[config.mk]
export PLATFORM = sky130hd
export DESIGN_NAME = clpcr_regs
export DESIGN_NICKNAME = d
export VERILOG_FILES = /design/src/design/clpcr_pkg.sv /design/src/design/clpcr_rate_gen.sv /design/src/design/clpcr_regs.sv
export SDC_FILE = /design/constraint.sdc
export NUM_CORES = 1
export LEC_CHECK = 0
export ABC_AREA = 1
export BUFFER_PORTS_ARGS = -buffer_cell sky130_fd_sc_hd__buf_2
export CAP_MARGIN = 20
export CORE_MARGIN = 2
export CORE_UTILIZATION = 53
export DETAILED_ROUTE_END_ITERATION = 16
export MAX_ROUTING_LAYER = met4
export PLACE_DENSITY_LB_ADDON = 0.2
export SYNTH_ARGS = -nofsm -noshare
export SYNTH_HDL_FRONTEND = slang
export SYNTH_SLANG_ARGS = --single-unit
[constraint.sdc]
create_clock -name sys_clk -period 20.2 [get_ports sys_clk]
set_input_delay 1.01 -clock sys_clk [delete_from_list [all_inputs] [get_ports sys_clk]]
set_output_delay 1.01 -clock sys_clk [all_outputs]
set_load 0.05 [all_outputs]
[src/design/clpcr_pkg.sv]
package clpcr_pkg;

  // ----------------------------------------------------------------
  // Register map
  // ----------------------------------------------------------------
  localparam logic [7:0] LOOP1_OFS = 8'h84;
  localparam logic [7:0] LOOP2_OFS = 8'h88;
  localparam logic [31:0] LOOP1_RST = 32'h00000000;
  localparam logic [31:0] LOOP2_RST = 32'h00000000;

  // ----------------------------------------------------------------
  // Field positions
  // ----------------------------------------------------------------
  localparam int RATE_LSB = 13;
  localparam int CHOP_LSB = 11;
  localparam int PAIR_BIT = 10;
  localparam int SIGN_BIT = 9;
  localparam int MAG_LSB = 1;
  localparam int SURGE_BIT = 7;

  // ----------------------------------------------------------------
  // Rates and scales
  // ----------------------------------------------------------------
  localparam logic [14:0] CLK_KHZ = 15'h61A8;
  localparam logic [6:0] LOW_BASE_KHZ = 7'h05;
  localparam logic [6:0] HIGH_BASE_KHZ = 7'h19;
  localparam logic [6:0] HIGH_STEP_KHZ = 7'h05;
  localparam logic [4:0] HIGH_BAND_CODE = 5'h10;
  localparam logic [7:0] ADV_STEP_MDEG = 8'h78;

  // Modulation side codes.
  typedef enum logic [1:0] {
    CHOP_HIGH = 2'h0,
    CHOP_LOW = 2'h1,
    CHOP_MIXED = 2'h2,
    CHOP_UNDEF = 2'h3
  } clpcr_chop_e;

  // First closed-loop settings word.
  typedef struct packed {
    logic [13:0] upper_fields;
    logic [4:0] switch_rate_code;
    logic [1:0] chop_side_select;
    logic gate_complementary;
    logic advance_sign;
    logic [7:0] advance_magnitude;
    logic reserved;
  } clpcr_loop1_s;

  // Second closed-loop settings word.
  typedef struct packed {
    logic parity;
    logic [1:0] speed_pulse_mode;
    logic [3:0] speed_pulse_divider;
    logic speed_pulse_behaviour;
    logic [2:0] speed_pulse_emf_level;
    logic [2:0] halt_method;
    logic [3:0] halt_brake_duration;
    logic [2:0] spin_down_brake_level;
    logic [2:0] brake_duty_level;
    logic surge_guard_enable;
    logic [3:0] cycle_current_cap;
    logic [2:0] reserved;
  } clpcr_loop2_s;

  // Decoded drive settings for the commutation engine.
  typedef struct packed {
    logic high_chop;
    logic low_chop;
    logic complementary;
    logic signed [16:0] advance_mdeg;
  } clpcr_drive_s;

endpackage : clpcr_pkg

[src/design/clpcr_rate_gen.sv]
`timescale 1ns/1ps
`default_nettype none

// Turns the switching-rate code into a rate in kHz and a period tick.
module clpcr_rate_gen (
  // Clock and reset.
  input wire logic sys_clk,
  input wire logic rst,
  // Rate selection.
  input wire logic [4:0] rate_code,
  // Results.
  output logic [6:0] rate_khz_ff,
  output logic tick_ff
);

  // ----------------------------------------------------------------
  // Rate decode
  // ----------------------------------------------------------------
  // Low band steps by 1 kHz, high band by 5 kHz.
  logic high_band;
  logic [6:0] nxt_rate_khz;
  logic [14:0] period_cyc;
  logic [14:0] cnt_ff;
  assign high_band = rate_code >= clpcr_pkg::HIGH_BAND_CODE;
  assign nxt_rate_khz = high_band ?
    7'(clpcr_pkg::HIGH_BASE_KHZ + clpcr_pkg::HIGH_STEP_KHZ * 7'(rate_code - clpcr_pkg::HIGH_BAND_CODE)) :
    7'(clpcr_pkg::LOW_BASE_KHZ + 7'(rate_code));
  // The divide runs on the registered rate so a new code settles first.
  assign period_cyc = (rate_khz_ff == 7'h00) ? 15'h0001 : 15'(clpcr_pkg::CLK_KHZ / 15'(rate_khz_ff));

  // Registered rate.
  always_ff @(posedge sys_clk) begin
    if (rst) begin
      rate_khz_ff <= clpcr_pkg::LOW_BASE_KHZ;
    end else begin
      rate_khz_ff <= nxt_rate_khz;
    end
  end

  // Period counter, one tick per switching period.
  always_ff @(posedge sys_clk) begin
    if (rst) begin
      cnt_ff <= 15'h0000;
      tick_ff <= 1'b0;
    end else if (cnt_ff + 15'h0001 >= period_cyc) begin
      cnt_ff <= 15'h0000;
      tick_ff <= 1'b1;
    end else begin
      cnt_ff <= cnt_ff + 15'h0001;
      tick_ff <= 1'b0;
    end
  end

endmodule : clpcr_rate_gen

`default_nettype wire

[src/design/clpcr_regs.sv]
`timescale 1ns/1ps
`default_nettype none

// How it works
// - Bits 17:13 pick switching rate: 5-20 kHz by 1, then 25-100 by 5.
// - Bits 12:11 choose high, low or mixed chopping; code 3 invalid.
// - Bit 10 selects single-ended (0) or complementary (1) gate drive.
// - Bit 9 gives advance sign: 0 negative, 1 positive.
// - Bits 8:1 give advance angle as value times 0.12 degrees.
// - Second settings word sits at 88h and resets to zero.
// - Second word field layout from bit 31 down, all read-write.
module clpcr_regs (
  // Clock and reset.
  input wire logic sys_clk,
  input wire logic rst,
  // Register port.
  input wire logic [7:0] reg_addr,
  input wire logic reg_wr,
  input wire logic reg_rd,
  input wire logic [31:0] reg_wdata,
  output logic [31:0] reg_rdata_ff,
  output logic reg_rvalid_ff,
  // Settings to the commutation engine.
  output clpcr_pkg::clpcr_loop1_s loop1_ff,
  output clpcr_pkg::clpcr_loop2_s loop2_ff,
  output clpcr_pkg::clpcr_drive_s drive_ff,
  output logic [6:0] switch_rate_khz,
  output logic switch_tick
);

  // ----------------------------------------------------------------
  // Address decode
  // ----------------------------------------------------------------
  logic hit1;
  logic hit2;
  logic [31:0] rd_mux;
  assign hit1 = reg_addr == clpcr_pkg::LOOP1_OFS;
  assign hit2 = reg_addr == clpcr_pkg::LOOP2_OFS;
  assign rd_mux = hit1 ? loop1_ff : (hit2 ? loop2_ff : 32'h00000000);

  // Settings words; every field is plain read-write storage.
  always_ff @(posedge sys_clk) begin
    if (rst) begin
      loop1_ff <= clpcr_pkg::LOOP1_RST;
      loop2_ff <= clpcr_pkg::LOOP2_RST;
    end else if (reg_wr) begin
      if (hit1) begin
        loop1_ff <= reg_wdata;
      end
      if (hit2) begin
        loop2_ff <= reg_wdata;
      end
    end
  end

  // Read answer one cycle after the strobe; unmapped reads give zero.
  always_ff @(posedge sys_clk) begin
    if (rst) begin
      reg_rdata_ff <= 32'h00000000;
      reg_rvalid_ff <= 1'b0;
    end else begin
      reg_rdata_ff <= reg_rd ? rd_mux : reg_rdata_ff;
      reg_rvalid_ff <= reg_rd;
    end
  end

  // ----------------------------------------------------------------
  // Drive decode
  // ----------------------------------------------------------------
  // The undefined side code keeps the last valid choice.
  clpcr_pkg::clpcr_chop_e side;
  logic side_ok;
  logic nxt_high;
  logic nxt_low;
  logic signed [16:0] adv_abs;
  assign side = clpcr_pkg::clpcr_chop_e'(loop1_ff.chop_side_select);
  assign side_ok = side != clpcr_pkg::CHOP_UNDEF;
  assign nxt_high = side_ok ? (side != clpcr_pkg::CHOP_LOW) : drive_ff.high_chop;
  assign nxt_low = side_ok ? (side != clpcr_pkg::CHOP_HIGH) : drive_ff.low_chop;
  assign adv_abs = 17'(17'(loop1_ff.advance_magnitude) * 17'(clpcr_pkg::ADV_STEP_MDEG));

  // Registered drive settings.
  always_ff @(posedge sys_clk) begin
    if (rst) begin
      drive_ff <= '0;
      drive_ff.high_chop <= 1'b1;
    end else begin
      drive_ff.high_chop <= nxt_high;
      drive_ff.low_chop <= nxt_low;
      drive_ff.complementary <= loop1_ff.gate_complementary;
      drive_ff.advance_mdeg <= loop1_ff.advance_sign ? adv_abs : -adv_abs;
    end
  end

  // Switching rate and period tick.
  clpcr_rate_gen u_rate (
    .sys_clk(sys_clk),
    .rst(rst),
    .rate_code(loop1_ff.switch_rate_code),
    .rate_khz_ff(switch_rate_khz),
    .tick_ff(switch_tick)
  );
endmodule : clpcr_regs

`default_nettype wire

### Yosys cells after proc, flatten, opt, wreduce, memory -nomap -nowiden

Cells that the tools add are included.
Widths: inputs -> output; s select.

* input bits: 44
* output and inout port bits: 125
* logic and storage cells: 55
* register bits: 140

* multiply operators: 2
* eq/ne operators: 4
* div/mod/pow operators: 1
* magnitude comparators: 2
* add/sub/neg operators: 5
* mux-type cells: 6
* reductions and logical operators: 6

Operator list (count)
* $mux 32: 2
* $mux 15: 2
* $neg 15->17: 1
* $eq 8x8->1 const B: 2
* $add 15x1->15 const B: 1
* $div 15x7->15 const A: 1
* $ge 15x15->1: 1
* $mul 8x4->12 const B: 1
* $add 5x7->7 const A: 1
* $logic_not 7->1: 1
* $mul 3x7->7 const A: 1
* $mux 7: 1
* $add 3x5->6 const A: 1
* $sub 5x5->6 const B: 1
* $ge 5x5->1 const B: 1
* $reduce_and 2->1: 2
* $reduce_or 2->1: 2
* $ne 2x1->1 const B: 1
* $ne 2x2->1 const B: 1
* $reduce_bool 2->1: 1
* $mux 1: 1

### Logic depth before layout (Yosys ltp)

Gate-level depths: netlist (run 1).

* depth after elaboration: 4
* depth in mapped cells: 163
* mapped depth without buffers: 158

### By module

From an unflattened synthesis (run 1), not the netlist that was laid out.

* cells, all modules: 1796
* area total of the unflattened synthesis: 11710.0 µm²

Modules (own cells, without submodules)
* clpcr_rate_gen: sequential area each 460.4 µm², cells an instance 1041, times used 1, area each 6271.0 µm²
* clpcr_regs: sequential area each 2282.2 µm², cells an instance 755, times used 1, area each 5439.0 µm²

### Least setup slack after synthesis (run 1)

No wires, ideal clock.

* path kind: register to register
* from: register u_rate.rate_khz_ff[0]
* to: register u_rate.cnt_ff[0]
* slack: -0.330 ns
* buffers on the path: 6
* setup time: 0.127 ns
* period minus slack after synthesis: 20.530 ns
* arrival: 20.404 ns
* cell stages (with the launch flop): 154
* required time: 20.073 ns
* cells stage by stage: dfxtp_1 > buf_6 > inv_4 > buf_6 > nor3_4 > nand2_1 > ha_1 > nor2_1 > nor2_1 > nand3_1 > nand2_1 > inv_1 > ha_1 > nand2_1 > nand2_1 > o21ai_2 > inv_2 > nand2_1 > [... 118 more ...] > o21a_1 > o21a_1 > o21ai_0 > nand4_1 > a21oi_1 > nand2_1 > nor2_1 > nand3_1 > ha_1 > nor2_1 > a211oi_1 > o221ai_1 > a211oi_1 > o41ai_1 > or2_2 > clkbuf_1 > clkbuf_1 > nor2_1

* longest elaborated chain between the ends: 4
* elaborated cells between the ends (all ways): 5
* classes of those cells: div (1); order compare (1); mux (1); reduce/logical (2)

RTL lines
* start: declaration: RTL line clpcr_rate_gen.sv:12 `output logic [6:0] rate_khz_ff,`
* start signal: assignment: RTL line clpcr_rate_gen.sv:34 `rate_khz_ff <= clpcr_pkg::LOW_BASE_KHZ;`
* start signal: assignment: RTL line clpcr_rate_gen.sv:36 `rate_khz_ff <= nxt_rate_khz;`
* $div 15x7->15 or $logic_not 7->1 (tied branches): RTL line clpcr_rate_gen.sv:29 `assign period_cyc = (rate_khz_ff == 7'h00) ? 15'h0001 : 15'(clpcr_pkg::CLK_KHZ / 15'(rate_khz_ff));`
* $mux 15 (*): RTL line clpcr_rate_gen.sv:29
* $ge 15x15->1 (*): RTL line clpcr_rate_gen.sv:45 `end else if (cnt_ff + 15'h0001 >= period_cyc) begin`
* $reduce_or 2->1 (no line) (*)
* end signal: assignment: RTL line clpcr_rate_gen.sv:49 `cnt_ff <= cnt_ff + 15'h0001;`
* end: declaration: RTL line clpcr_rate_gen.sv:23 `logic [14:0] cnt_ff;`

Mark *: on every way between the ends. The rest lies on a longest branch, timed or not.
A chain may end at the register's enable or synchronous reset.

### Worst setup path in the final report (run 1)

* from: register u_rate.rate_khz_ff[2]
* to: register u_rate.cnt_ff[3]

Same word-level chain as after synthesis.

==> results of run 1 <==
-- cell families after synthesis --
kind of cell,share of synthesized area
flops,0.246
compound gates,0.202
simple gates,0.233
other cells,0.000337
xor+xnor,0.0558
buf+inv,0.114
fa+ha+maj,0.148
-- state kept, by name, summed over array words and instances (netlist names) --
name,cells
drive_ff,17
side,2
loop2_ff,32
u_rate.tick_ff,1
reg_rdata_ff,32
loop1_ff,30
reg_rvalid_ff,1
u_rate.cnt_ff,15
u_rate.rate_khz_ff,7
-- synth_stat cells (17+ instances only) --
cell      number  area [um2]
o21ai_1       17        85.1
a21oi_1      139         696
o221ai_1      33         289
o211ai_1      23         173
xor2_1        50         438
dfxtp_1      137        2740
clkbuf_1      41         154
nor3_1        31         155
nor2_1        88         330
nand3_1       67         335
nand2_1      243         912
nand2_2       27         169
o21ai_0      129         646
xnor2_1       21         184
ha_1         106        1330
inv_1        257         965
-- layer usage --
metal / routed length (um) / vias to the layer above / track usage
li1: - / 5696 / -
met2: 15300 / 349 / 0.456
met4: 915 / 0 / 0.0829
met3: 2150 / 64 / 0.0676
met1: 13600 / 5170 / 0.335
met5: 0 / - / -
-- placed cells by master (no fill, tap or decap), types with 4 or more instances in the layout --
| master | synthesis | final |
|---|---|---|
| nand2_4 | 16 | 18 |
| xnor2_1 | 21 | 20 |
| o21a_1 | 4 | 4 |
| o221ai_1 | 33 | 32 |
| clkbuf_16 | 0 | 17 |
| nor2_1 | 88 | 81 |
| fa_1 | 16 | 16 |
| or2_2 | 5 | 4 |
| nand3_2 | 16 | 23 |
| o21bai_1 | 14 | 12 |
| inv_6 | 0 | 4 |
| a211oi_1 | 7 | 5 |
| inv_1 | 257 | 245 |
| bufinv_16 | 0 | 4 |
| nand4_1 | 11 | 11 |
| nor3_1 | 31 | 28 |
| nor2_2 | 4 | 8 |
| clkinvlp_4 | 0 | 5 |
| ha_4 | 0 | 22 |
| inv_2 | 12 | 17 |
| nand3_1 | 67 | 60 |
| o31ai_1 | 5 | 4 |
| inv_4 | 2 | 6 |
| nand3b_1 | 5 | 5 |
| a21oi_1 | 139 | 119 |
| dfxtp_1 | 137 | 132 |
| xor2_1 | 50 | 50 |
| o21ai_0 | 129 | 105 |
| ha_1 | 106 | 83 |
| o211ai_1 | 23 | 23 |
| buf_2 | 2 | 165 |
| nand2_2 | 27 | 52 |
| nor2_4 | 7 | 10 |
| nand2_1 | 243 | 216 |
| o21ai_1 | 17 | 16 |
| buf_4 | 4 | 95 |
| o21ai_2 | 2 | 26 |
| a21oi_2 | 2 | 22 |
| buf_6 | 4 | 6 |
-- path summary, 6_finish.rpt --
| path | startpoint | end | slack, ps | cells past startpoint |
|---|---|---|---|---|
| worst min-delay path | side[0] | drive_ff[19] | 440 | 1 |
| worst max register to register | u_rate.rate_khz_ff[2] | u_rate.cnt_ff[3] | 830 | 150 |
| worst max-delay path | u_rate.rate_khz_ff[2] | u_rate.cnt_ff[3] | 830 | 150 |
| worst min register to register | side[0] | drive_ff[19] | 440 | 1 |
-- through the flow --
step,setup WS [ps],hold slack [ps],setup TNS (ps)
floorplan,4.91,433,0
global placement,246,408,0
detailed placement,-441,422,-6430
CTS,13.0,436,0
global route,-597,458,-9210
finish,830,437,0
-- cell type report --
type | instances | area [um2] | area share
Antenna cell | 1 | 2.50 | 0.000176
Clock buffer | 18 | 429 | 0.0301
Clock inverter | 14 | 196 | 0.0138
Inverter | 273 | 1060 | 0.0746
Multi-Input combinational cell | 1117 | 7840 | 0.551
Sequential cell | 137 | 2750 | 0.193
Tap cell | 275 | 344 | 0.0242
Timing Repair Buffer | 266 | 1610 | 0.113
Timing Repair inverter | 1 | 6.26 | 0.000439
-- repair_timing --
action | in CTS | in global routing
gates resized for setup | 18 | 172
endpoints found under the setup margin | 16 | 16
gates cloned | 1 | 1
setup buffers | 0 | 46
pin swaps | 2 | 106
==> impl_metrics.py, run 1 <==
metrics = {
    "worst_setup_path": {
        "cp_max_fo": 8,
        "arrival_ps": 19660,
        "critPathCaptureType": "register",
        "required_ps": 20490,
        "slowest_stage": "dfxtp_1",
        "cpLargestDelayFamily": "simple AND/OR/NAND/NOR gates",
        "worstSetupPathType": "reg -> reg",
        "crit_top_cell": "nand2_1",
        "critPathBufInv": 25,
        "crit_path_max_incr_delay_ps": 360,
        "cp-start-kind": "register",
    },
    "sta": {
        "worst_slew_margin_rel": 0.460,
        "period_share": 0.959,
        "slew_violations": 0,
        "fmax_ghz": 0.0516,
        "finalWorstPathRequiredPeriod_ps": 19370,
        "final-setup-viol-count": 0,
        "hold_viol_final": 0,
        "clock_skew_ps": 8.00,
        "tightest_slew_ps": 810,
    },
    "cts": {
        "clock_path_buffers": 2,
        "cts.sinks": 137,
        "clk_pin_slew_ps": 60,
        "tritoncts": "yes",
        "cts_buffers": 17,
        "h-tree-depth": 4,
        "clockRootBuffer": "clkbuf_16",
        "clk_latency_ps": 410,
        "cts_hold_buf": 0,
    },
    "die": {
        "core_um2": 20800,
        "initial_core_util": 0.535,
        "fp.dieW_um": 149,
        "dieArea_um2": 22200,
        "core.rowCount": 53,
        "io-pin-count": 169,
        "die_y_um": 149,
    },
    "global_routing": {
        "track_usage": 0.276,
        "overflow": 0,
        "antenna_found_initial": 1,
        "grt_max_degree": 95,
        "grt_pass1_wl_um": 49100,
        "grt_pass1_vias": 10500,
    },
    "final_layout": {
        "final_cell_area_um2": 14200,
        "fin_nets": 1979,
        "drive_above_1_share": 0.295,
        "fin_util": 0.684,
        "fill_cells": 1813,
        "instances_no_fill": 2102,
        "area_growth_pct": 27.9,
    },
    "route": {
        "drc": 0,
        "wirelength_um": 31900,
        "ant_nets": 0,
        "wl_per_cell_um": 15.2,
        "drt_iter0_markers": 704,
        "num_vias": 11300,
        "first_pass_iters": 5,
        "viasPerCell": 5.37,
    },
    "min_path": {
        "min_path_type": "reg -> reg",
    },
    "synthesis": {
        "synth_edf_count": 0,
        "ys_seq_area_frac": 0.246,
        "synthArstFlopShare": 0,
        "avgSynthCellArea_um2": 7.07,
        "synth_cell_types": 55,
        "synth_seq_cells": 137,
        "ys_warn_count": 0,
        "synth_area_um2": 11100,
        "ys.flop_type": "dfxtp_1",
        "syn_inst": 1576,
    },
    "placement": {
        "hpwlAfterDp_um": 22600,
        "io_buffers": 165,
        "post_dp_cell_area_um2": 12500,
        "gp_congestion": 0.897,
        "place_inst": 2021,
    },
    "status": {
        "status": "completed",
    },
    "job": {
        "cap_violations": 0,
    },
}
Power of run 1 is not shown: default switching activity piles up to over one toggle a cycle in this logic, so the estimate is an artifact.
==> run 2, diff against run 1 <==
Clock period 20.2 ns to 17.6 ns, I/O delays scaled along.
==> run 2 against run 1 <==
The flow now finishes with violations (negative setup slack); critical path depth did not move; non-clock buffer count rose by 285; sequential cell count did not move; final area rose by 18%; maximum frequency barely moved; utilization rose by 13 points; wire length rose by 32%; worst hold slack improved by 17 ps; first-iteration DRC count rose by 25%.
==> impl_metrics.py, run 2 (synthesis results as in run 1) <==
metrics = {
    "cts": {
        "cts_buffers": 17,
        "clock_path_buffers": 2,
        "cts_hold_buf": 0,
        "clockRootBuffer": "clkbuf_16",
        "clk_latency_ps": 410,
        "cts.sinks": 137,
        "h-tree-depth": 4,
        "tritoncts": "yes",
        "clk_pin_slew_ps": 60,
    },
    "route": {
        "ant_nets": 0,
        "num_vias": 13400,
        "viasPerCell": 5.59,
        "first_pass_iters": 6,
        "drt_iter0_markers": 878,
        "wl_per_cell_um": 17.6,
        "drc": 0,
        "wirelength_um": 42100,
    },
    "sta": {
        "fmax_ghz": 0.0516,
        "clock_skew_ps": 9.36,
        "final-setup-viol-count": 16,
        "period_share": 1.10,
        "tightest_slew_ps": 964,
        "worst_slew_margin_rel": 0.357,
        "rsz0062_at_grt": "yes",
        "finalWorstPathRequiredPeriod_ps": 19370,
        "fin_ws_ps": -1770,
        "slew_violations": 0,
        "hold_viol_final": 0,
    },
    "worst_setup_path": {
        "cp_num_cells": 150,
        "worstSetupPathType": "reg -> reg",
        "arrival_ps": 19650,
        "cpLargestDelayFamily": "simple AND/OR/NAND/NOR gates",
        "reg2reg_to": "u_rate.cnt_ff[11]",
        "critPathCaptureType": "register",
        "cp_max_fo": 8,
        "worstRegToRegCells": 150,
        "endpoint": "u_rate.cnt_ff[11]",
        "crit_start": "u_rate.rate_khz_ff[0]",
        "crit_top_cell": "buf_4",
        "crit_path_max_incr_delay_ps": 380,
        "critPathBufInv": 38,
        "cp-start-kind": "register",
        "slowest_stage": "o41ai_2",
        "required_ps": 17880,
        "reg2reg_slack_ps": -1770,
        "rr_startpoint": "u_rate.rate_khz_ff[0]",
    },
    "global_routing": {
        "antenna_found_initial": 0,
        "overflow": 0,
        "track_usage": 0.345,
        "grt_pass1_wl_um": 60800,
        "grt_pass1_vias": 12800,
        "grt_max_degree": 107,
    },
    "placement": {
        "io_buffers": 165,
        "gp_congestion": 0.917,
        "post-place-ws_ps": -1540,
        "hpwlAfterDp_um": 25100,
    },
    "die": {
        "io-pin-count": 169,
        "dieArea_um2": 22200,
        "core.rowCount": 53,
        "die_y_um": 149,
        "fp.dieW_um": 149,
        "core_um2": 20800,
        "initial_core_util": 0.535,
    },
    "final_layout": {
        "n_antenna_cell": 0,
        "drive_above_1_share": 0.422,
        "fin_nets": 2265,
        "top_regs": "loop2_ff x32, reg_rdata_ff x32, loop1_ff x30",
        "final_cell_mix": "buf_4, inv_1, nand2_1",
        "final_common_cell": "buf_4",
        "area_growth_pct": 51.5,
    },
    "min_path": {
        "hold_start": "side[0]",
        "min_path_type": "reg -> reg",
        "hold_depth": 1,
    },
    "status": {
        "violations": "negative setup slack",
        "status": "complete, but fails checks",
    },
    "job": {
        "cap_violations": 0,
    },
}
-- run 2: cell count changes in the layout (fill, tap and decap cells not counted), moves of 6 or more --
cell,change
a21oi_4,+7
buf_4,+284
ha_1,-15
ha_4,+13
inv_1,-10
inv_2,+7
nand2_1,-17
nand2_2,+10
nand2_4,+7
nor2_1,-11
nor2_2,+6
o21ai_4,+6
-- run 2: worst reg2reg max path, delay by kind of cell (launching register included) --
| kind | cells | cell delay [ps] |
|---|---|---|
| and+or+nand+nor | 57 | 5760 |
| xor gates and xnor gates | 2 | 230 |
| DFF | 1 | 350 |
| buffers and inverters | 38 | 3950 |
| AOI/OAI and AO/OA | 40 | 5610 |
| adders and majority gates | 13 | 3320 |
-- run 2: how the worst min path moves through the flow --
stage	to
2_1_floorplan	u_rate.cnt_ff[0]
3_3_place_gp	drive_ff[19]
3_5_place_dp	drive_ff[19]
4_1_cts	drive_ff[19]
5_1_grt	loop1_ff[29]
6_report	drive_ff[19]
-- run 2: per-layer routing --
metal  share of wire  GRT usage  vias up  routed length, um
li1                -          -     6256                  -
met1            0.38      0.390     6233              15900
met2            0.49      0.601      638              20500
met3           0.076     0.0685      226               3220
met4           0.058      0.136        0               2460
met5               0          -        -                  0
-- run 2: timing repair --
| action | 4_1_cts | 5_1_grt |
|---|---|---|
| pin swaps | 103 | 105 |
| endpoints found under the setup margin | 16 | 16 |
| resized for setup | 129 | 102 |
| endpoints found under the hold margin | 0 | 0 |
| setup buffers | 105 | 31 |
| cloned | 3 | 0 |
-- run 2: area by class of cell --
class | instances | area [um2]
multi-input cells | 1117 | 8320
fillers | 1252 | 3950
repair buffers | 551 | 3750
flip-flops and latches | 137 | 2760
inverters | 273 | 1080
clock buffers | 20 | 447
well taps | 275 | 344
clock inverters | 12 | 165
repair inverters | 2 | 15.0
-- run 2: metrics by stage --
stage	util	area [um2]	TNS [ps]	std cells	hold slack, ps
floorplan	-	11400	-21120	1578	433
global placement	0.683	14200	-13340	2218	433
detailed placement	0.683	14200	-24240	2218	436
CTS	0.779	16200	-8130	2358	454
global route	0.811	16900	-42700	2387	471
finish	0.811	16900	-27990	2387	454
Power of run 2 is left out for the same reason.
